## config.mk

```make
export PLATFORM = sky130hd
export DESIGN_NAME = adw_loader
export DESIGN_NICKNAME = d
export VERILOG_FILES = /design/src/inc/adw_pkg.sv /design/src/rtl/adw_polarity.sv /design/src/rtl/adw_wave_sel.sv /design/src/rtl/adw_loader.sv
export SDC_FILE = /design/constraint.sdc
export NUM_CORES = 2
export LEC_CHECK = 0
export ABC_AREA = 1
export BUFFER_PORTS_ARGS = -buffer_cell sky130_fd_sc_hd__buf_2
export CAP_MARGIN = 0
export CELL_PAD_IN_SITES_DETAIL_PLACEMENT = 0
export CELL_PAD_IN_SITES_GLOBAL_PLACEMENT = 1
export CORE_MARGIN = 2
export CORE_UTILIZATION = 44
export DETAILED_ROUTE_END_ITERATION = 10
export PLACE_DENSITY_LB_ADDON = 0.1
export SLEW_MARGIN = 20
export SYNTH_ARGS = -nofsm -noshare
export SYNTH_HDL_FRONTEND = slang
export SYNTH_HIERARCHICAL = 1
export SYNTH_SLANG_ARGS = --single-unit
```

## constraint.sdc

```tcl
create_clock -name ref_clk -period 5.1 [get_ports ref_clk]
set_input_delay 0.765 -clock ref_clk [delete_from_list [all_inputs] [get_ports ref_clk]]
set_output_delay 0.765 -clock ref_clk [all_outputs]
set_load 0.02 [all_outputs]
```

## src/inc/adw_pkg.sv

```systemverilog
package adw_pkg;

  // Frame and command geometry
  localparam int           SEG_N      = 256;
  localparam int           LANE_N     = 32;
  localparam int           BYTE_W     = 8;
  localparam int           IDX_W      = 5;
  localparam int           LANE_W     = 6;
  localparam logic [6:0]   CMD_AUTO_WRITE_ONE = 7'h03;
  localparam logic [5:0]   LANE_LIMIT = 6'h20;
  localparam logic [5:0]   LANE_STEP  = 6'h01;

  // Waveform slots
  localparam logic [2:0]   WAVE_SLOT_ONE  = 3'h1;
  localparam logic [2:0]   WAVE_SLOT_NONE = 3'h0;

  // Register byte addresses on the bus
  localparam logic [7:0]   ADDR_CTRL       = 8'h00;
  localparam logic [7:0]   ADDR_RANGE      = 8'h04;
  localparam logic [7:0]   ADDR_STATUS     = 8'h08;
  localparam logic [7:0]   ADDR_IMAGE_BASE = 8'h20;
  localparam logic [7:0]   ADDR_IMAGE_LAST = 8'h3C;

  // Field positions
  localparam int           CTRL_FLASH_DIS_BIT = 0;
  localparam int           CTRL_AUTO_TEMP_BIT = 1;
  localparam int           CTRL_POL_LSB       = 2;
  localparam int           RANGE_FIRST_LSB    = 0;
  localparam int           RANGE_LAST_LSB     = 8;
  localparam int           STAT_STATE_LSB     = 0;
  localparam int           STAT_LANE_LSB      = 8;
  localparam int           STAT_ROLE_BIT      = 16;
  localparam int           STAT_SRC_LSB       = 17;
  localparam int           STAT_SLOT_LSB      = 20;

  // Reset values
  localparam logic [4:0]   RST_FIRST_IDX = 5'h00;
  localparam logic [4:0]   RST_LAST_IDX  = 5'h1F;

  typedef enum logic [1:0] {
    POL_DIRECT    = 2'b00,
    POL_INVERT    = 2'b01,
    POL_ALL_WHITE = 2'b10,
    POL_ALL_BLACK = 2'b11
  } adw_pol_t;

  typedef enum logic [1:0] {
    SRC_FLASH_FIXED = 2'b00,
    SRC_FLASH_TEMP  = 2'b01,
    SRC_CMD_SET     = 2'b10
  } adw_src_t;

  typedef enum logic [1:0] {
    ST_IDLE   = 2'b00,
    ST_LOAD   = 2'b01,
    ST_UPDATE = 2'b10
  } adw_st_t;

  // Software settings of the display
  typedef struct packed {
    adw_pol_t   polarity_mode_field;
    logic       auto_temperature_select;
    logic       flash_waveform_disable;
  } adw_ctrl_t;

  // Parameter window of the load-range command
  typedef struct packed {
    logic [4:0] first_param_index;
    logic [4:0] last_param_index;
  } adw_range_t;

  // Waveform choice handed to the update sequencer
  typedef struct packed {
    adw_src_t   src;
    logic [2:0] slot;
  } adw_wave_t;

endpackage : adw_pkg

```

## src/rtl/adw_polarity.sv

```systemverilog
`timescale 1ns/100ps
`default_nettype none
module adw_polarity
  import adw_pkg::*;
#(
  parameter int W = SEG_N
) (
  input  wire logic [W-1:0] image,
  input  wire adw_pol_t     mode,
  output logic [W-1:0]      black
);

  // Image bit to colour, 1 means black
  always_comb begin
    case (mode)
      POL_DIRECT:    black = image;
      POL_INVERT:    black = ~image;
      POL_ALL_WHITE: black = '0;
      POL_ALL_BLACK: black = '1;
      default:       black = image;
    endcase
  end

endmodule : adw_polarity
`default_nettype wire

```

## src/rtl/adw_wave_sel.sv

```systemverilog
`timescale 1ns/100ps
`default_nettype none
module adw_wave_sel
  import adw_pkg::*;
(
  input  wire logic       flash_waveform_disable,
  input  wire logic       role_slave,
  input  wire logic       auto_temperature_select,
  input  wire logic [2:0] temp_slot,
  output adw_wave_t       wave
);

  // Waveform memory priority: disable, then role, then temperature
  always_comb begin
    if (flash_waveform_disable) begin
      wave = '{src: SRC_CMD_SET, slot: WAVE_SLOT_NONE};
    end else if (role_slave) begin
      wave = '{src: SRC_FLASH_FIXED, slot: WAVE_SLOT_ONE};
    end else if (!auto_temperature_select) begin
      wave = '{src: SRC_FLASH_FIXED, slot: WAVE_SLOT_ONE};
    end else begin
      wave = '{src: SRC_FLASH_TEMP, slot: temp_slot};
    end
  end

endmodule : adw_wave_sel
`default_nettype wire

```

## src/rtl/adw_loader.sv

```systemverilog
// Local design decisions: the register addresses and the Wishbone slave port.
`timescale 1ns/100ps
`default_nettype none
module adw_loader
  import adw_pkg::*;
(
  input  wire logic              ref_clk,
  input  wire logic              rst_n,
  input  wire logic              ce,
  input  wire logic              byte_valid,
  input  wire logic              byte_is_cmd,
  input  wire logic [BYTE_W-1:0] byte_data,
  input  wire logic              standby,
  input  wire logic              upd_done,
  input  wire logic              chip_role_pin,
  input  wire logic [2:0]        temp_slot,
  input  wire logic              wb_cyc_i,
  input  wire logic              wb_stb_i,
  input  wire logic              wb_we_i,
  input  wire logic [7:0]        wb_adr_i,
  input  wire logic [3:0]        wb_sel_i,
  input  wire logic [31:0]       wb_dat_i,
  output logic [31:0]            wb_dat_o,
  output logic                   wb_ack_o,
  output logic                   upd_start,
  output adw_wave_t              wave,
  output logic [SEG_N-1:0]       segment_output,
  output logic [SEG_N-1:0]       current_image
);

  typedef struct packed {
    adw_st_t          st;
    logic [LANE_W-1:0] lane;
    logic [SEG_N-1:0] next_segment_image;
    logic [SEG_N-1:0] cur_image;
    logic [SEG_N-1:0] seg_drive;
    adw_wave_t        wave;
    logic             upd_start;
    adw_ctrl_t        ctrl;
    adw_range_t       range;
    logic             role_meta;
    logic             role_sync;
    logic             ack;
    logic [31:0]      rdata;
  } adw_state_t;

  adw_state_t       r;
  adw_state_t       next_r;
  logic [SEG_N-1:0] mapped;
  adw_wave_t        wave_pick;
  logic             cmd_ours;
  logic             data_take;
  logic             wb_req;
  logic [2:0]       img_word;

  // Segment colour map from the held image
  adw_polarity #(
    .W (SEG_N)
  ) u_polarity (
    .image (r.next_segment_image),
    .mode  (r.ctrl.polarity_mode_field),
    .black (mapped)
  );

  // Waveform memory choice
  adw_wave_sel u_wave_sel (
    .flash_waveform_disable  (r.ctrl.flash_waveform_disable),
    .role_slave              (r.role_sync),
    .auto_temperature_select (r.ctrl.auto_temperature_select),
    .temp_slot               (temp_slot),
    .wave                    (wave_pick)
  );

  // Decoded command and bus strobes
  // code match
  assign cmd_ours  = byte_valid && byte_is_cmd && (byte_data[6:0] == CMD_AUTO_WRITE_ONE);
  assign data_take = byte_valid && !byte_is_cmd && (r.st == ST_LOAD);
  assign wb_req    = wb_cyc_i && wb_stb_i && !r.ack;
  assign img_word  = wb_adr_i[4:2];

  // Next state of the whole block
  always_comb begin
    next_r           = r;
    next_r.upd_start = 1'b0;
    next_r.ack       = wb_req;
    // Pin synchroniser
    next_r.role_meta = chip_role_pin;
    next_r.role_sync = r.role_meta;
    next_r.seg_drive = mapped;
    next_r.wave      = wave_pick;

    case (r.st)
      ST_IDLE: begin
        if (cmd_ours && standby) begin
          next_r.st   = ST_LOAD;
          next_r.lane = {1'b0, r.range.first_param_index};
        end
      end
      ST_LOAD: begin
        if (byte_valid && byte_is_cmd) begin
          // Any new command ends the load; ours restarts it while standby is high
          next_r.st   = (cmd_ours && standby) ? ST_LOAD : ST_IDLE;
          next_r.lane = {1'b0, r.range.first_param_index};
        end else if (data_take && (r.lane < LANE_LIMIT)) begin
          next_r.next_segment_image[{r.lane[4:0], 3'b000} +: BYTE_W] = byte_data;
          next_r.lane = r.lane + LANE_STEP;
          if (r.lane[4:0] == r.range.last_param_index) begin
            next_r.st        = ST_UPDATE;
            next_r.upd_start = 1'b1;
          end
        end
      end
      ST_UPDATE: begin
        if (upd_done) begin
          next_r.cur_image = r.next_segment_image;
          next_r.st        = ST_IDLE;
        end
      end
      default: begin
        next_r.st = ST_IDLE;
      end
    endcase

    // Register reads
    next_r.rdata = '0;
    if (wb_req && !wb_we_i) begin
      if (wb_adr_i == ADDR_CTRL) begin
        next_r.rdata[CTRL_FLASH_DIS_BIT] = r.ctrl.flash_waveform_disable;
        next_r.rdata[CTRL_AUTO_TEMP_BIT] = r.ctrl.auto_temperature_select;
        next_r.rdata[CTRL_POL_LSB +: 2]  = r.ctrl.polarity_mode_field;
      end else if (wb_adr_i == ADDR_RANGE) begin
        next_r.rdata[RANGE_FIRST_LSB +: IDX_W] = r.range.first_param_index;
        next_r.rdata[RANGE_LAST_LSB +: IDX_W]  = r.range.last_param_index;
      end else if (wb_adr_i == ADDR_STATUS) begin
        next_r.rdata[STAT_STATE_LSB +: 2]     = r.st;
        next_r.rdata[STAT_LANE_LSB +: LANE_W] = r.lane;
        next_r.rdata[STAT_ROLE_BIT]           = r.role_sync;
        next_r.rdata[STAT_SRC_LSB +: 2]       = r.wave.src;
        next_r.rdata[STAT_SLOT_LSB +: 3]      = r.wave.slot;
      end else if ((wb_adr_i >= ADDR_IMAGE_BASE) && (wb_adr_i <= ADDR_IMAGE_LAST)
                   && (wb_adr_i[1:0] == 2'b00)) begin
        next_r.rdata = r.next_segment_image[{img_word, 5'b00000} +: 32];
      end
    end

    // Register writes, byte lanes honoured
    if (wb_req && wb_we_i) begin
      if ((wb_adr_i == ADDR_CTRL) && wb_sel_i[0]) begin
        next_r.ctrl.flash_waveform_disable  = wb_dat_i[CTRL_FLASH_DIS_BIT];
        next_r.ctrl.auto_temperature_select = wb_dat_i[CTRL_AUTO_TEMP_BIT];
        next_r.ctrl.polarity_mode_field     = adw_pol_t'(wb_dat_i[CTRL_POL_LSB +: 2]);
      end
      if ((wb_adr_i == ADDR_RANGE) && wb_sel_i[0]) begin
        next_r.range.first_param_index = wb_dat_i[RANGE_FIRST_LSB +: IDX_W];
      end
      if ((wb_adr_i == ADDR_RANGE) && wb_sel_i[1]) begin
        next_r.range.last_param_index = wb_dat_i[RANGE_LAST_LSB +: IDX_W];
      end
    end
  end

  // State register, frozen while the clock enable is low
  always_ff @(posedge ref_clk) begin
    if (!rst_n) begin
      r                      <= '0;
      r.next_segment_image   <= '0;
      r.st                   <= ST_IDLE;
      r.range.first_param_index <= RST_FIRST_IDX;
      r.range.last_param_index  <= RST_LAST_IDX;
      r.wave                 <= '{src: SRC_FLASH_FIXED, slot: WAVE_SLOT_ONE};
    end else if (ce) begin
      r <= next_r;
    end
  end

  // Outputs straight from flops
  assign wb_dat_o       = r.rdata;
  assign wb_ack_o       = r.ack;
  assign upd_start      = r.upd_start;
  assign wave           = r.wave;
  assign segment_output = r.seg_drive;
  assign current_image  = r.cur_image;
endmodule : adw_loader
`default_nettype wire

```

* After elaboration in Yosys (flattened, before gate mapping)
Cells that the tools add are included.
** Storage, ports and cells
- Register bits after elaboration :: 831
- Input port bits :: 66
- Output and inout bits :: 551
- Logic and storage cells :: 103
** Cells by class
- $add $sub $neg :: 2
- Magnitude comparators :: 3
- Equal/unequal tests :: 13
- Shifts and indexed selects :: 3
- Muxes and demuxes :: 33
- Bitwise gates (word level) :: 2
- Reductions and logical operators :: 30
** Operator list (count)
- $pmux W256 S4 :: 1
- $mux W264 :: 1
- $bwmux W256 :: 1
- $not A256 Y256 :: 1
- $shift A8 B10 Y256 const A :: 1
- $shiftx A256 B9 Y32 :: 1
- $shiftx A8 B10 Y256 :: 1
- $mux W32 :: 2
- $mux W28 :: 1
- $mux W5 :: 4
- $mux W19 :: 1
- $mux W8 :: 2
- $logic_and A1 B1 Y1 :: 15
- $mux W6 :: 2
- $pmux W6 S2 :: 1
- $reduce_and A3 Y1 :: 4
- $neg A8 Y10 :: 1
- $mux W3 :: 3
- $mux W9 :: 1
- $eq A8 B3 Y1 const B :: 1
- $eq A8 B4 Y1 const B :: 1
- $ge A8 B6 Y1 const B :: 1
- $le A8 B6 Y1 const B :: 1
- $logic_not A8 Y1 :: 1
- other kinds (18) :: 37

* Depth between registers and ports, before layout
- Word-level depth :: 8
- Gate-level depth with buffers :: 14
- Gate-level depth less buffers :: 13

* Hierarchy
The synthesis kept the hierarchy.
** By module, submodules not included
- adw_loader :: instances 1, cells an instance 5073, area each 36607.6 µm², seq. area each 16636.0 µm²
- adw_polarity :: instances 1, cells an instance 1111, area each 4486.8 µm², seq. area each 0.0 µm²
- adw_wave_sel :: instances 1, cells an instance 13, area each 60.1 µm², seq. area each 0.0 µm²

* Worst setup path after synthesis
OpenSTA, ideal clock, no wires.
- Path type :: register -> register
- Start :: register r[823] (netlist bit)
- End :: register with a tool-made name
- Setup time :: 0.116 ns
- Arrival :: 2.063 ns
- Required time :: 4.984 ns
- Setup slack :: 2.921 ns
- Cell stages (with the launch flop) :: 12
- Buffers on the path :: 1
- Clock period less this slack :: 2.179 ns
- Cells stage by stage :: dfxtp_1 inv_2 ha_1 xnor2_4 buf_2 nand2_1 nor2_1 inv_1 nor2_2 inv_1 nor2_1 nor2_1
** RTL lines
- from (decl) :: RTL line adw_loader.sv:47 : adw_state_t r;
- from (signal assigned) :: RTL line adw_loader.sv:172 : r <= next_r;

==> results.yml <==
outcome:
  run_status: "complete, no violations"
synth:
  syn_avg_cell_area_um2: 6.641
  seq_area_frac_synth_pct: 40.42
  synthMuxAreaShare_pct: 0
  synth_fa_ha_area_share_pct: 0.1520
  synth_compound_area_share_pct: 12.60
  synth_seq_cells: 831
  syn_area_um2: 41150
  syn-num-nets: 6268
  synth_top_family_by_area: "simple AND/OR/NAND/NOR gates"
  synthCells: 6197
  synth_cell_types: 37
  synth_simple_gate_area_share_pct: 29.31
  synth_xor_area_share_pct: 0.1520
  ys_warn_count: 6
run:
  maxCapViolCount: 0
grt:
  antenna_found_initial: 11
  use_met3_pct: 7.289
  gr-usage-met1_pct: 47.21
  grt.overflow.total: 0
  grt_use_total_pct: 33.07
  grt_pass1_vias: 33462
  grt_pass1_wl_mm: 234.2
  grtUsageMet2_pct: 48.59
  grt.busiest_layer: "met2"
  grt_max_degree: 212
setup_path:
  rr_worst_depth: 10
  setup.worst_path.start_class: "flip-flop"
  crit_arrival_ns: 3.77
  r2r-start: "r[823]"
  crit_required_ns: 5.66
  path_cells: "inv_2 > ha_1 > xnor2_4 > inv_2 > nand2_1 > inv_1 > nand2_1 > nand2_1 > nand2_1 > nor2_1"
  crit_top_cell: "nand2_1"
  r2r_slack_ns: 1.89
  cpPeakStageDelay_ns: 0.72
  path_max_fanout: 24
  crit_type: "reg2reg"
  worstSetupEndpointType: "flip-flop"
  timing.critical_path.from: "r[823]"
  critPathSlowestCell: "xnor2_4"
timing:
  setup-tns-final_ns: 0
  finalHoldViolCount: 0
  worstMarginPinSlew_ns: 1.118
  grt_setup_unrepaired: "false"
  min_period_ns: 3.207
  fmax_ghz: 0.3119
  slew_headroom_pct: 25.39
  setup_ws_ns: 1.893
  finalMaxSlewViolations: 0
  setup_viol: 0
  period_share_pct: 62.87
  fin_worst_skew_ns: 0.01795
  worst_hold_slack_ns: 0.3375
detailed_routing:
  first_iter_violations: 4398
  first_pass_iters: 6
  routed_wirelength_mm: 164.3
  drc: 0
  vias: 38082
  vias_per_cell: 5.185
  antenna_left: 0
  wire_per_inst_um: 22.37
pwr:
  powerDensity_nw_per_um2: 345.6
  fin_total_pwr_mw: 15.05
  p_leak_nw: 21.24
  vdd_drop_max_v: 0.0002838
cts:
  cts_inserted_buffers: 96
  cts_hold_buf: 0
  cts.clk_slew.worst_paths_ns: 0.06
  clk_latency_ns: 0.68
  clkSinkCount: 831
  cts_tree: "done"
  cts_buffer_depth: 3
  post_cts_resized: 0
  cts_max_level: 3
  root_buffer: "clkbuf_16"
  post_cts_buffers: 0
finish:
  area_delta_synth_final_pct: 5.804
  final_area_um2: 43540
  post-route-util_pct: 46.80
  final_cell_mix: "nand2_1 (1567), nor2_1 (1353), dfxtp_1 (830), o21ai_0 (677), buf_2 (590)"
  ff_latch_area_um2: 16640
  drive_above_1_share_pct: 14.00
  layout.nets: 6084
  stdcell_count: 7345
  layout_commonest_cell: "nand2_1"
  fillers: 9969
  multi_input_area_um2: 17420
floorplan:
  initial_core_util_pct: 44.23
  num_io_pins: 617
  die_h_um: 309.8
  die_w_um: 309.8
  num_rows: 112
  coreArea_um2: 93050
  dieArea_um2: 95990
hold_path:
  hold_path.startpoint: "chip_role_pin"
  min_path_type: "in2reg"
  hold_end: "next_r[33]"
  min_path_cells: 3
placed_design:
  portBuffers: 592
  gp_congestion: 0.9478
  dp_slack_ns: 1.645
  postPlaceCellArea_um2: 40350
  hpwl_mm: 114.1
  dp.cells: 7168
-- where the power goes --
part	total, mW	internal [mW]	leakage [nW]	switching [mW]
registers	6.74	6.65	6.74	0.0918
clock network	7.00	4.11	1.56	2.89
logic	1.30	0.322	12.9	0.981
total	15.0	11.1	21.2	3.96
-- cells in the mapped netlist, drive strengths merged --
cell type | count | area, um^2
nand2 | 1577 | 5966
nor2 | 1371 | 5259
dfxtp | 831 | 16640
buf | 704 | 5104
o21ai | 679 | 3398
inv | 316 | 1189
a21oi | 272 | 1361
clkbuf | 219 | 842.1
nand3 | 102 | 545.5
o22ai | 57 | 356.6
nand4 | 25 | 175.2
nor3 | 18 | 90.09
ha | 5 | 62.56
o211ai | 5 | 37.54
xor2 | 4 | 35.03
clkinv | 3 | 11.26
a22oi | 2 | 15.01
nand3b | 2 | 15.01
or2 | 2 | 12.51
o2111ai | 1 | 8.760
o31ai | 1 | 7.510
xnor2 | 1 | 27.53
-- area by class of cell --
cell class	count	share of cell area [%]
antenna	4	0.02299
tap	1254	3.603
inverter	319	2.802
sequential	831	38.21
timing repair buffer	641	8.112
clock buffer	153	6.822
multi-input combinational	4124	40.00
clock inverter	19	0.4224
-- per-layer routing --
metal | vias to the layer above | wire length [um]
met5 | - | 52
met4 | 8 | 5813
met3 | 247 | 15110
met2 | 1577 | 70130
met1 | 17787 | 73200
li1 | 18463 | -
-- critical path: cells and delay by family (launching register included) --
kind                       cells  cell delay, ns
and+or+nand+nor                5            1.03
xor gates and xnor gates       1            0.72
buffers and inverters          3            0.67
DFF                            1            0.34
adders and majority gates      1            0.32
-- worst max-delay path by stage --
stage | to | slack, ns | cells after the start
finish | flip-flop | 1.89 | 10
global route | flip-flop | 1.68 | 13
CTS | flip-flop | 1.98 | 10
detailed placement | current_image[217] | 1.64 | 6
global placement | wb_dat_o[2] | 1.65 | 12
floorplan | flip-flop | 2.92 | 11
-- kinds of logic after synthesis --
kind of cell,after synthesis
AO/OA/AOI/OAI,1017
XOR/XNOR,5
adder cells (fa/ha/maj),5
buffers and inverters,1242
flip-flops,831
AND/OR/NAND/NOR,3097
Note: power is estimated with default switching activity, not from simulation.
